`src/rtl/dbsc_regs.svh`:
```
`ifndef DBSC_REGS_SVH
`define DBSC_REGS_SVH

// ---------------------------------------------------------------
// field positions and widths
// ---------------------------------------------------------------
`define DBSC_CTRL_HALT_BIT  1
`define DBSC_IR_W           4
`define DBSC_CHAIN_W        4
`define DBSC_BP_W           2

// ---------------------------------------------------------------
// reset values and fixed codes
// ---------------------------------------------------------------
`define DBSC_IR_RST         4'hf
`define DBSC_SCAN_CHAIN_BS  4'h3

`endif

```
`src/rtl/dbsc_pkg.sv`:
```
package dbsc_pkg;

  // ---------------------------------------------------------------
  // tap controller states as seen by this block
  // ---------------------------------------------------------------
  typedef enum logic [3:0] {
    DBSC_TAP_RESET      = 4'h0,
    DBSC_TAP_IDLE       = 4'h1,
    DBSC_TAP_SELECT_DR  = 4'h2,
    DBSC_TAP_CAPTURE_DR = 4'h3,
    DBSC_TAP_SHIFT_DR   = 4'h4,
    DBSC_TAP_EXIT1_DR   = 4'h5,
    DBSC_TAP_PAUSE_DR   = 4'h6,
    DBSC_TAP_EXIT2_DR   = 4'h7,
    DBSC_TAP_UPDATE_DR  = 4'h8,
    DBSC_TAP_SELECT_IR  = 4'h9,
    DBSC_TAP_CAPTURE_IR = 4'ha,
    DBSC_TAP_SHIFT_IR   = 4'hb,
    DBSC_TAP_EXIT1_IR   = 4'hc,
    DBSC_TAP_PAUSE_IR   = 4'hd,
    DBSC_TAP_EXIT2_IR   = 4'he,
    DBSC_TAP_UPDATE_IR  = 4'hf
  } dbsc_tap_t;

  // ---------------------------------------------------------------
  // core debug state
  // ---------------------------------------------------------------
  typedef enum logic [0:0] {
    DBSC_RUN   = 1'b0,
    DBSC_DEBUG = 1'b1
  } dbsc_dbg_t;

  typedef struct packed {
    dbsc_dbg_t  dbg;
    logic [3:0] mirror;
    logic       float_flag;
    logic       halt_comb;
    logic       exported_clock;
  } dbsc_top_st_t;

  typedef struct packed {
    logic ext_cap;
    logic int_cap;
    logic mux_sel;
  } dbsc_scan_st_t;

endpackage

```
`src/rtl/dbsc_scan_if.sv`:
```
`timescale 1ns/1ns
`default_nettype none

interface dbsc_scan_if;
  logic                   phase2;
  dbsc_pkg::dbsc_tap_t    tap_state;
  logic [3:0]             instr;
  logic [3:0]             chain;
  logic [3:0]             extest_code;
  logic [3:0]             intest_code;
  logic                   ext_cap;
  logic                   int_cap;
  logic                   mux_sel;

  modport ctl  (output phase2, tap_state, instr, chain, extest_code,
                intest_code, input ext_cap, int_cap, mux_sel);
  modport scan (input phase2, tap_state, instr, chain, extest_code,
                intest_code, output ext_cap, int_cap, mux_sel);
endinterface

`default_nettype wire

```
`src/rtl/dbsc_top.sv`:
```
`timescale 1ns/1ns
`default_nettype none
`include "dbsc_regs.svh"

// Contract
// - debug permit low blocks debug entry; debug state is left only on debug exit
// - halt request level enters debug after instruction
// - combined halt is request OR control bit1
// - mux select steers external scan cells
// - extest strobe: chain3, extest, capture-dr, phase2
// - intest strobe captures external chain outputs
// - exported clock: memory clock, debug clock
// - external conditions qualify breakpoint matches
// - float flag high while float_outputs_flag instruction held
// - debug ack high throughout debug state
// - instruction mirror updates on update-ir fall
module dbsc_top
#(
  parameter logic [3:0] EXTEST_CODE = 4'h0,
  parameter logic [3:0] INTEST_CODE = 4'hc,
  parameter logic [3:0] FLOAT_OUTPUTS_FLAG_CODE  = 4'h7
)
(
  input  wire logic                      clk_in,
  input  wire logic                      rst_n_in,
  input  wire logic                      debug_permit_in,
  input  wire logic                      halt_request_in,
  input  wire logic [31:0]               dbg_ctrl_in,
  input  wire logic                      instr_done_in,
  input  wire logic                      debug_exit_in,
  input  wire logic [`DBSC_BP_W-1:0]     bp_match_in,
  input  wire logic [`DBSC_BP_W-1:0]     bp_cond_use_in,
  input  wire logic                      ext_condition_0_in,
  input  wire logic                      ext_condition_1_in,
  input  wire logic                      mclk_in,
  input  wire logic                      wait_stretch_n_in,
  input  wire logic                      debug_clock_in,
  input  wire logic                      test_clock_phase2_in,
  input  wire logic                      tck_fall_in,
  input  wire dbsc_pkg::dbsc_tap_t       tap_state_in,
  input  wire logic [`DBSC_IR_W-1:0]     tap_ir_in,
  input  wire logic [`DBSC_CHAIN_W-1:0]  scan_chain_in,
  output logic                           halt_request_combined_out,
  output logic                           debug_ack_out,
  output logic                           exported_clock_out,
  output logic                           ext_scan_mux_select_out,
  output logic                           ext_capture_strobe_out,
  output logic                           int_capture_strobe_out,
  output logic                           testchip_capture_clock_out,
  output logic                           float_outputs_flag_out,
  output logic [`DBSC_IR_W-1:0]          tap_instruction_mirror_out
);

  dbsc_pkg::dbsc_top_st_t st_r;
  dbsc_pkg::dbsc_top_st_t st_nxt;
  logic                   halt_comb;
  logic [`DBSC_BP_W-1:0]  ext_cond;
  logic [`DBSC_BP_W-1:0]  bp_qual;
  logic                   bp_hit;
  logic                   enter_req;
  logic                   ir_load;

  dbsc_scan_if sif ();

  // ---------------------------------------------------------------
  // request qualification
  // ---------------------------------------------------------------
  assign halt_comb = halt_request_in |
                     dbg_ctrl_in[`DBSC_CTRL_HALT_BIT];
  assign ext_cond  = {ext_condition_1_in, ext_condition_0_in};

  genvar gi;
  generate
    for (gi = 0; gi < `DBSC_BP_W; gi++)
    begin : g_bp
      assign bp_qual[gi] = bp_match_in[gi] &
                           (~bp_cond_use_in[gi] | ext_cond[gi]);
    end
  endgenerate

  assign bp_hit    = debug_permit_in & (|bp_qual);
  assign enter_req = debug_permit_in & (halt_comb | bp_hit);
  assign ir_load   = tck_fall_in &&
                     (tap_state_in == dbsc_pkg::DBSC_TAP_UPDATE_IR);

  // ---------------------------------------------------------------
  // next state
  // ---------------------------------------------------------------
  always_comb
  begin
    st_nxt           = st_r;
    st_nxt.halt_comb = halt_comb;
    case (st_r.dbg)
      dbsc_pkg::DBSC_RUN:
      begin
        if (enter_req && instr_done_in)
          st_nxt.dbg = dbsc_pkg::DBSC_DEBUG;
      end
      dbsc_pkg::DBSC_DEBUG:
      begin
        if (debug_exit_in)
          st_nxt.dbg = dbsc_pkg::DBSC_RUN;
      end
      default:
        st_nxt.dbg = dbsc_pkg::DBSC_RUN;
    endcase
    if (st_nxt.dbg == dbsc_pkg::DBSC_DEBUG)
      st_nxt.exported_clock = debug_clock_in;
    else
      st_nxt.exported_clock = mclk_in & wait_stretch_n_in;
    if (ir_load)
      st_nxt.mirror = tap_ir_in;
    st_nxt.float_flag = (st_nxt.mirror == FLOAT_OUTPUTS_FLAG_CODE);
  end

  always_ff @(posedge clk_in)
  begin
    if (!rst_n_in)
    begin
      st_r            <= '0;
      st_r.mirror     <= `DBSC_IR_RST;
      st_r.float_flag <= (`DBSC_IR_RST == FLOAT_OUTPUTS_FLAG_CODE);
    end
    else
      st_r <= st_nxt;
  end

  // ---------------------------------------------------------------
  // scan strobes
  // ---------------------------------------------------------------
  assign sif.phase2      = test_clock_phase2_in;
  assign sif.tap_state   = tap_state_in;
  assign sif.instr       = st_r.mirror;
  assign sif.chain       = scan_chain_in;
  assign sif.extest_code = EXTEST_CODE;
  assign sif.intest_code = INTEST_CODE;

  dbsc_scan u_scan
  (
    .clk_in   (clk_in),
    .rst_n_in (rst_n_in),
    .sif      (sif.scan)
  );

  // ---------------------------------------------------------------
  // outputs
  // ---------------------------------------------------------------
  assign halt_request_combined_out  = st_r.halt_comb;
  assign debug_ack_out              = (st_r.dbg == dbsc_pkg::DBSC_DEBUG);
  assign exported_clock_out         = st_r.exported_clock;
  assign ext_scan_mux_select_out    = sif.mux_sel;
  assign ext_capture_strobe_out     = sif.ext_cap;
  assign int_capture_strobe_out     = sif.int_cap;
  assign testchip_capture_clock_out = sif.ext_cap;
  assign float_outputs_flag_out     = st_r.float_flag;
  assign tap_instruction_mirror_out = st_r.mirror;
endmodule // dbsc_top

`default_nettype wire

```
`src/rtl/dbsc_scan.sv`:
```
`timescale 1ns/1ns
`default_nettype none
`include "dbsc_regs.svh"

module dbsc_scan
(
  input  wire logic   clk_in,
  input  wire logic   rst_n_in,
  dbsc_scan_if.scan   sif
);

  dbsc_pkg::dbsc_scan_st_t st_r;
  dbsc_pkg::dbsc_scan_st_t st_nxt;
  logic                    bs_sel;
  logic                    cap_dr;

  // ---------------------------------------------------------------
  // boundary-scan strobes
  // ---------------------------------------------------------------
  assign bs_sel = (sif.chain == `DBSC_SCAN_CHAIN_BS);
  assign cap_dr = (sif.tap_state == dbsc_pkg::DBSC_TAP_CAPTURE_DR);

  always_comb
  begin
    st_nxt         = st_r;
    st_nxt.ext_cap = bs_sel && cap_dr && sif.phase2 &&
                     (sif.instr == sif.extest_code);
    st_nxt.int_cap = bs_sel && cap_dr && sif.phase2 &&
                     (sif.instr == sif.intest_code);
    st_nxt.mux_sel = (sif.instr == sif.extest_code) ||
                     (sif.instr == sif.intest_code);
  end

  always_ff @(posedge clk_in)
  begin
    if (!rst_n_in)
      st_r <= '0;
    else
      st_r <= st_nxt;
  end

  assign sif.ext_cap = st_r.ext_cap;
  assign sif.int_cap = st_r.int_cap;
  assign sif.mux_sel = st_r.mux_sel;
endmodule // dbsc_scan

`default_nettype wire

```
`config.mk`:
```
export PLATFORM = sky130hd
export DESIGN_NAME = dbsc_top
export DESIGN_NICKNAME = d
export VERILOG_FILES = /design/src/rtl/dbsc_pkg.sv /design/src/rtl/dbsc_scan_if.sv /design/src/rtl/dbsc_top.sv /design/src/rtl/dbsc_scan.sv
export VERILOG_INCLUDE_DIRS = /design/src /design/src/rtl
export SDC_FILE = /design/constraint.sdc
export NUM_CORES = 1
export LEC_CHECK = 0
export ABC_AREA = 1
export BUFFER_PORTS_ARGS = -buffer_cell sky130_fd_sc_hd__buf_2
export CAP_MARGIN = 20
export CORE_MARGIN = 4
export CORE_UTILIZATION = 27
export CTS_BUF_LIST = sky130_fd_sc_hd__clkbuf_8 sky130_fd_sc_hd__clkbuf_16
export DETAILED_ROUTE_END_ITERATION = 7
export GPL_TIMING_DRIVEN = 0
export PLACE_DENSITY = 0.76
export SYNTH_ARGS = -nofsm -noshare
export SYNTH_HDL_FRONTEND = slang
export SYNTH_SLANG_ARGS = --single-unit
```
`constraint.sdc`:
```
create_clock -name clk_in -period 1.15 [get_ports clk_in]
set_clock_uncertainty 0.1 [all_clocks]
set_input_delay 0.23 -clock clk_in [delete_from_list [all_inputs] [get_ports clk_in]]
set_output_delay 0.23 -clock clk_in [all_outputs]
set_load 0.1 [all_outputs]
```
==> flow_summary.yaml, run 1 <==
status:
  status: "complete, but fails checks"
  failed_checks: "setup timing"
place:
  port_buffers: 40
  hpwlAfterDp_um: 1070
  routabilityCongestion: 0.673
  dpl.cell_count: 122
  dpl_worst_slack_ns: 0.0109
  place_area_um2: 717
logic_synthesis:
  synth_warnings: 0
  avgSynthCellArea_um2: 7.20
  syn_inst: 66
  ys_seq_area_share_pct: 46.3
  synth_fp_nets: 127
  yosysUniqueCellTypes: 14
  syn_area_um2: 475
  synth-seq-cells: 11
worst_setup_path:
  worst-path-buf-inv: 1
  worst_ep_arrival_time_ns: 0.84
  crit_chain: "buf_4"
  crit_cells: 1
  cpPeakStageDelay_ns: 0.32
  start_kind: "flip-flop"
  crit_required_ns: 0.82
  cp_slowest_cell: "dfxtp_2"
  critical_path_class: "reg -> out"
  reg2reg_depth: 4
  critPathTopFamily: "flip-flops"
  setup.worst_path.end_class: "output pin"
  path_max_fanout: 2
  rrSetupSlack_ns: 0.24
cells_and_area:
  seq_area_um2: 241
  fin_cells: 126
  multi_input_area_um2: 220
  synthToLayoutAreaGrowth_pct: 80.5
  finalCoreUtilization_pct: 54.4
  drive_above_1_share_pct: 55.5
  diodes: 0
  final_area_um2: 858
  nets: 172
  num-fill-cells: 154
routing:
  drt_wl_total_um: 1270
  drt_iter0_markers: 3
  drtAntennaViolNets: 0
  vias: 576
  wire_per_inst_um: 10.1
  viasPerCell: 4.57
  firstDrtPassIters: 4
  drc: 0
sta:
  rsz0062_at_grt: "yes"
  post-route-period-util_pct: 101
  tightest_slew_ns: 0.278
  setup_slack_ns: -0.0163
  maxSlewViolCount: 0
  period_needed_ns: 1.17
  final_hold_viol_count: 0
  setup_viol: 2
  holdWs_ns: 0.123
  final.setup.tns_ns: -0.0294
  timing.slew.headroom_pct: 81.6
  max_freq_mhz: 857
cts:
  hold_buffers: 0
  root_buffer: "clkbuf_8"
  insertion_delay_ns: 0.23
  post_cts_buffers: 0
  path_clk_slew_ns: 0.05
  cts_tree: "yes"
  clock_path_buffers: 2
  cts.htree.levels: 1
  clock_sinks: 11
  cts_buffers: 3
power:
  power_mw: 0.970
  powerDensity_nw_per_um2: 1130
  p_leak_nw: 0.451
  ir_worst_vdd_mv: 0.629
min_path:
  hold_depth: 3
  holdCritPathClass: "in -> reg"
global_routing:
  grt_pass1_vias: 547
  grt_pass1_wl_um: 2070
  grt_max_degree: 9
  overflow: 0
  antenna_found_initial: 0
  track_usage_pct: 11.0
die:
  ioPinCount: 73
  die_w_um: 50.0
  core_area_um2: 1580
  dieArea_um2: 2500
  initial_core_util_pct: 30.2
  rows: 14
  dieHeight_um: 50.0
job:
  drv_cap: 0
## state kept, by name (all words and copies together), names as in the netlist
register	cells
tap_instruction_mirror_out	4
u_scan.sif.mux_sel	1
exported_clock_out	1
u_scan.sif.int_cap	1
u_scan.sif.ext_cap	1
float_outputs_flag_out	1
halt_request_combined_out	1
debug_ack_out	1
## cells in the mapped netlist
cell	number	area, um2
a21oi_1	2	10.0
and3_2	1	7.51
buf_4	2	15.0
clkinv_2	1	5.00
dfxtp_1	11	220
inv_1	4	15.0
nand2_1	18	67.6
nand2_2	1	6.26
nand3_1	11	55.1
nand3_2	1	10.0
nand4_1	3	18.8
nor2_1	9	33.8
nor2_2	1	6.26
nor3_1	1	5.00
## worst paths after layout
kind                                                               start                                        to
worst max-delay path                       u_scan.sif.ext_cap$_SDFF_PN0_                    ext_capture_strobe_out
worst min-delay path                                      debug_clock_in             exported_clock_out$_SDFF_PN0_
worst max register to register                  debug_ack_out$_SDFF_PN0_             exported_clock_out$_SDFF_PN0_
worst min register to register  tap_instruction_mirror_out[0]$_SDFF_PN1_  tap_instruction_mirror_out[0]$_SDFF_PN1_
## repair_timing
item                                    CTS  global route
endpoints found under the setup margin   12             5
gates resized for setup                  26             3
pin swaps                                 0             0
## per-layer routing
metal	vias up	track usage (%)	share of wire (%)
li1	303	-	-
met1	236	9.93	36
met5	-	0	0
met4	0	6.91	2.7
met3	4	5.12	13
met2	33	19.6	48
## cell type report
class                      instances  area share (%)
buffer                             2            1.75
clock buffer                       3            4.81
clock inverter                     1           0.437
inverter                           5            2.33
tap                               16            2.33
multi-input combinational         48            25.7
timing repair buffer              40            34.5
sequential                        11            28.1
## power by group
group | leakage [nW] | internal (mW) | switching (mW)
combinational | 0.332 | 0.0756 | 0.128
sequential | 0.0918 | 0.390 | 0.00816
clock | 0.0269 | 0.233 | 0.135
## logic make-up (layout without fill, tap and decap cells)
group                  after synthesis  in the layout  share of synthesized area [%]
AOI/OAI and AO/OA                    2              2                           2.11
DFF                                 11             11                           46.3
and+or+nand+nor                     46             46                           44.2
buffers and inverters                7             51                           7.37
## layout by cell type, fill, tap and decap left out, drive strengths merged
cell | Yosys | final
nand4 | 3 | 3
a21oi | 2 | 2
nand2 | 19 | 19
nand3 | 12 | 12
dfxtp | 11 | 11
and3 | 1 | 1
clkinv | 1 | 1
inv | 4 | 5
nor3 | 1 | 1
nor2 | 10 | 10
clkbuf | 0 | 3
buf | 2 | 42
No activity file was read; power rests on OpenSTA's default activity.
==> inputs of run 2 (changes only) <==
--- a/config.mk
+++ b/config.mk
@@ -10,11 +10,11 @@
 export BUFFER_PORTS_ARGS = -buffer_cell sky130_fd_sc_hd__buf_2
 export CAP_MARGIN = 20
 export CORE_MARGIN = 4
-export CORE_UTILIZATION = 27
+export CORE_UTILIZATION = 30
 export CTS_BUF_LIST = sky130_fd_sc_hd__clkbuf_8 sky130_fd_sc_hd__clkbuf_16
 export DETAILED_ROUTE_END_ITERATION = 7
 export GPL_TIMING_DRIVEN = 0
-export PLACE_DENSITY = 0.76
+export PLACE_DENSITY = 0.83
 export SYNTH_ARGS = -nofsm -noshare
 export SYNTH_HDL_FRONTEND = slang
 export SYNTH_SLANG_ARGS = --single-unit
==> constraint.sdc (replaced) <==
create_clock -name clk_in -period 1.42 [get_ports clk_in]
set_clock_uncertainty 0.1 [all_clocks]
set_input_delay 0.284 -clock clk_in [delete_from_list [all_inputs] [get_ports clk_in]]
set_output_delay 0.284 -clock clk_in [all_outputs]
set_load 0.1 [all_outputs]
==> flow_summary.yaml, run 2 (synthesized netlist as in run 1, its figures left out) <==
power:
  power_mw: 0.785
  power_frac_comb_pct: 19.6
  switchingPower_mw: 0.228
  ir_worst_vdd_mv: 0.367
  p_leak_nw: 0.421
  p_int_mw: 0.558
  p_seq_share_pct: 41.2
  pwr-share-clk_pct: 39.2
  netSwitchingFraction_pct: 29.0
  powerDensity_nw_per_um2: 1040
cells_and_area:
  layout_commonest_cell: "buf_2"
  final_cell_mix: "buf_2 (37), nand2_1 (18), nand3_1 (11), nor2_1 (9), dfxtp_2 (6)"
  synthToLayoutAreaGrowth_pct: 58.9
  largest_register_ffs: 4
  drive_above_1_share_pct: 50.9
  final_area_um2: 756
  fin_cells: 126
  finalCoreUtilization_pct: 50.2
  diodes: 0
  nets: 172
cts:
  path_clk_slew_ns: 0.05
  cts.htree.levels: 1
  cts_tree: "yes"
  clock_sinks: 11
  insertion_delay_ns: 0.24
  hold_buffers: 0
  cts_buffers: 3
  cts_resized: 1
  clock_path_buffers: 2
  root_buffer: "clkbuf_8"
  post_cts_buffers: 0
sta:
  maxSlewViolCount: 0
  setup_viol: 0
  timing.slew.headroom_pct: 67.5
  rsz0062_at_grt: "no"
  final.setup.tns_ns: 0
  post-route-period-util_pct: 97.7
  holdWs_ns: 0.182
  max_freq_mhz: 720
  setup_slack_ns: 0.0320
  period_needed_ns: 1.39
  tightest_slew_ns: 0.491
  final_hold_viol_count: 0
global_routing:
  grt_pass1_vias: 502
  track_usage_pct: 13.3
  overflow: 0
  grt_max_degree: 9
  grt_pass1_wl_um: 1980
  antenna_found_initial: 0
worst_setup_path:
  crit_required_ns: 1.04
  setup.worst_path.end_class: "output pin"
  cp_slowest_cell: "buf_2"
  crit_chain: "buf_2"
  crit_cells: 1
  critical_path_class: "reg -> out"
  start_kind: "flip-flop"
  path_max_fanout: 4
  worst-path-buf-inv: 1
  cpPeakStageDelay_ns: 0.43
  critPathTopFamily: "buffers and inverters"
  reg2reg_depth: 4
  worst_ep_arrival_time_ns: 1.00
routing:
  wire_per_inst_um: 10.6
  drt_wl_total_um: 1340
  drc: 0
  drt_iter0_markers: 5
  vias: 591
  firstDrtPassIters: 4
  viasPerCell: 4.69
  drtAntennaViolNets: 0
place:
  port_buffers: 40
  dpl.cell_count: 122
  hpwlAfterDp_um: 1120
  routabilityCongestion: 0.765
  place_area_um2: 703
  dpl_worst_slack_ns: 0.237
die:
  initial_core_util_pct: 31.6
  rows: 14
  die_w_um: 47.8
  ioPinCount: 73
  core_area_um2: 1510
  dieHeight_um: 47.8
  dieArea_um2: 2290
job:
  drv_cap: 0
status:
  status: "finished, final reports clean"
min_path:
  hold_depth: 3
  holdCritPathClass: "in -> reg"
-- run 2: changes by cell type in the layout (fill, tap and decap cells not counted) --
cell,previous run,this run
clkbuf_4,0,2
buf_2,28,37
buf_12,2,0
dfxtp_1,0,5
buf_6,7,0
dfxtp_2,8,6
buf_8,2,0
dfxtp_4,3,0
-- run 2: cell type report --
cell class                      count  area (um2)
Clock inverter                      1        3.75
Timing Repair Buffer               40         208
Buffer                              2        15.0
Clock buffer                        3        41.3
Multi-Input combinational cell     48         220
Sequential cell                    11         228
Inverter                            5        20.0
Tap cell                           16        20.0
Fill cell                         154         751
-- run 2: metal layers --
metal	GRT usage, %	routed length, um
met4	14.5	62
met2	21.9	628
met3	1.88	140
met5	0	0
met1	13.6	506
-- run 2: path summary, 6_finish.rpt --
| kind | slack (ns) | end | from |
|---|---|---|---|
| setup reg to reg | 0.47 | exported_clock_out$_SDFF_PN0_ | debug_ack_out$_SDFF_PN0_ |
| hold / removal | 0.18 | exported_clock_out$_SDFF_PN0_ | debug_clock_in |
| hold reg to reg | 0.39 | tap_instruction_mirror_out[0]$_SDFF_PN1_ | tap_instruction_mirror_out[0]$_SDFF_PN1_ |
| setup / recovery | 0.03 | tap_instruction_mirror_out[2] | tap_instruction_mirror_out[2]$_SDFF_PN1_ |
-- run 2: power by group through the flow --
| stage | Clock [mW] | Combinational, mW | Sequential [mW] |
|---|---|---|---|
| 2_1_floorplan | 0 | 0.0348 | 0.394 |
| 3_3_place_gp | 0 | 0.149 | 0.329 |
| 4_1_cts | 0.311 | 0.154 | 0.323 |
| 5_1_grt | 0.321 | 0.165 | 0.324 |
| 3_5_place_dp | 0 | 0.154 | 0.330 |
| 6_report | 0.308 | 0.154 | 0.323 |
==> inputs of run 3 (changes only) <==
--- a/config.mk
+++ b/config.mk
@@ -6,15 +6,15 @@
 export SDC_FILE = /design/constraint.sdc
 export NUM_CORES = 1
 export LEC_CHECK = 0
-export ABC_AREA = 1
+export ABC_AREA = 0
 export BUFFER_PORTS_ARGS = -buffer_cell sky130_fd_sc_hd__buf_2
 export CAP_MARGIN = 20
 export CORE_MARGIN = 4
-export CORE_UTILIZATION = 30
+export CORE_UTILIZATION = 27
 export CTS_BUF_LIST = sky130_fd_sc_hd__clkbuf_8 sky130_fd_sc_hd__clkbuf_16
 export DETAILED_ROUTE_END_ITERATION = 7
 export GPL_TIMING_DRIVEN = 0
-export PLACE_DENSITY = 0.83
+export PLACE_DENSITY = 0.76
 export SYNTH_ARGS = -nofsm -noshare
 export SYNTH_HDL_FRONTEND = slang
 export SYNTH_SLANG_ARGS = --single-unit
==> constraint.sdc (replaced) <==
create_clock -name clk_in -period 1.5 [get_ports clk_in]
set_clock_uncertainty 0.1 [all_clocks]
set_input_delay 0.3 -clock clk_in [delete_from_list [all_inputs] [get_ports clk_in]]
set_output_delay 0.3 -clock clk_in [all_outputs]
set_load 0.1 [all_outputs]
==> flow_summary.yaml, run 3 <==
status:
  status: "finished, final reports clean"
cts:
  path_clk_slew_ns: 0.05
  root_buffer: "clkbuf_8"
  cts_buffers: 3
  cts_tree: "yes"
  cts.htree.levels: 1
  post_cts_buffers: 0
  clock_sinks: 11
  hold_buffers: 0
  cts_resized: 0
  clock_path_buffers: 2
  insertion_delay_ns: 0.23
logic_synthesis:
  synth_top_area_share_pct: 46.6
  syn_area_um2: 473
  synthFlopType: "dfxtp_1"
  synthTopCellsByArea: "dfxtp_1 (47%), mux2i_1 (13%), nand2_1 (6.3%), nand4b_1 (3.7%), and2_2 (3.2%)"
  syn_inst: 50
  synth-seq-cells: 11
  synth.most_common_cell: "dfxtp_1"
  post-synth-top-area-cell: "dfxtp_1"
  avgSynthCellArea_um2: 9.46
  ys_seq_area_share_pct: 46.6
  yosysUniqueCellTypes: 21
  synth_fp_nets: 111
  synthTopCellsByCount: "dfxtp_1 (11), nand2_1 (8), mux2i_1 (6)"
  async_flop_share_pct: 0
  synth_edf_count: 0
  synth_warnings: 0
sta:
  rsz0062_at_grt: "no"
  period_needed_ns: 1.44
  tightest_slew_ns: 0.490
  holdWs_ns: 0.157
  setup_viol: 0
  final.setup.tns_ns: 0
  max_freq_mhz: 693
  post-route-period-util_pct: 96.2
  maxSlewViolCount: 0
  timing.slew.headroom_pct: 67.6
  final_hold_viol_count: 0
min_path:
  holdCritPathClass: "in -> reg"
  hold_depth: 2
  min_to: "tap_instruction_mirror_out[1]$_SDFF_PN1_"
  min_from: "rst_n_in"
routing:
  drt_wl_total_um: 1230
  drtAntennaViolNets: 0
  wire_per_inst_um: 11.1
  firstDrtPassIters: 4
  vias: 507
  drt_iter0_markers: 3
  viasPerCell: 4.61
  drc: 0
place:
  place_area_um2: 703
  routabilityCongestion: 0.704
  dpl.cell_count: 106
  port_buffers: 40
  hpwlAfterDp_um: 1060
worst_setup_path:
  reg2reg_depth: 4
  setup.worst_path.end_class: "output pin"
  start_kind: "flip-flop"
  critical_path_class: "reg -> out"
  rrSetupSlack_ns: 0.15
  worst_ep_arrival_time_ns: 1.04
  r2r-start: "tap_instruction_mirror_out[1]$_SDFF_PN1_"
  path_max_fanout: 2
  crit_required_ns: 1.10
  r2r_end: "u_scan.sif.ext_cap$_SDFF_PN0_"
cells_and_area:
  nets: 156
  drive_above_1_share_pct: 58.5
  largest_register_ffs: 4
  synthToLayoutAreaGrowth_pct: 58.2
  final_area_um2: 748
  layout_commonest_cell: "buf_2"
  final_cell_mix: "buf_2 (40), nand2_1 (8), mux2i_1 (6), dfxtp_1 (5), dfxtp_2 (5)"
  diodes: 0
  fin_cells: 110
power:
  p_leak_nw: 0.409
  ir_worst_vdd_mv: 0.636
  powerDensity_nw_per_um2: 944
die:
  dieHeight_um: 49.9
  die_w_um: 49.9
  dieArea_um2: 2490
  ioPinCount: 73
  core_area_um2: 1580
  initial_core_util_pct: 30.0
  rows: 14
job:
  drv_cap: 0
global_routing:
  track_usage_pct: 11.1
  overflow: 0
  grt_max_degree: 11
  grt_pass1_wl_um: 2100
  antenna_found_initial: 0
  grt_pass1_vias: 518
==> run 3: changes by cell type in the layout (fill, tap and decap cells not counted), moves of 3 or more <==
cell     change
nor2_1       -7
mux2i_1      +6
nand2_1     -10
nand3_1      -9
buf_2        +3
==> run 3: cell type report <==
type                    instances  area [um2]
fillers                       160         828
flip-flops and latches         11         230
multi-input cells              35         226
repair buffers                 40         200
clock buffers                   3        41.3
well taps                      16        20.0
plain buffers                   2        18.8
inverters                       2        7.51
clock inverters                 1        3.75
==> run 3: how the worst max path moves through the flow <==
stage / from / end / slack (ns) / cells past startpoint
floorplan: tap_instruction_mirror_out[1]$_SDFF_PN1_ / u_scan.sif.ext_cap$_SDFF_PN0_ / 0.04 / 4
global placement: tap_state_in[2] / float_outputs_flag_out$_SDFF_PN0_ / 0.13 / 5
detailed placement: rst_n_in / u_scan.sif.ext_cap$_SDFF_PN0_ / 0.09 / 5
CTS: u_scan.sif.ext_cap$_SDFF_PN0_ / testchip_capture_clock_out / 0.05 / 2
global route: u_scan.sif.ext_cap$_SDFF_PN0_ / testchip_capture_clock_out / 0.009 / 2
finish: u_scan.sif.ext_cap$_SDFF_PN0_ / testchip_capture_clock_out / 0.06 / 2
==> run 3: logic make-up after synthesis <==
group	Yosys count	synth area share, %
simple gates	23	26.7
buf+inv	4	5.56
flops	11	46.6
compound gates	5	6.09
mux	7	15.1
==> run 3: power breakdown <==
group | total (mW) | leakage, nW | switching (mW) | internal, mW
sequential | 0.303 | 0.0888 | 0.00314 | 0.299
clock | 0.280 | 0.0269 | 0.102 | 0.179
combinational | 0.123 | 0.293 | 0.0769 | 0.0465
==> run 3: routing by layer <==
| layer | share of wire (%) | track usage, % |
|---|---|---|
| met1 | 37 | 11.4 |
| met2 | 55 | 19.8 |
| met3 | 7.0 | 5.42 |
| met4 | 1.1 | 2.76 |
| met5 | 0 | 0 |
==> run 3: stage by stage <==
step           setup WS [ns]  total power [mW]  utilization (%)
6_report              0.0566             0.706             47.5
5_1_grt              0.00851             0.743             47.5
4_1_cts               0.0478             0.716             47.5
3_5_place_dp          0.0887             0.432             44.6
3_3_place_gp           0.126             0.430             44.6
2_1_floorplan         0.0380             0.384                -
==> run 3: critical path, cell delays in order (launching register included) <==
cell	delay [ns]
dfxtp_2	0.31
buf_4	0.09
buf_2	0.41
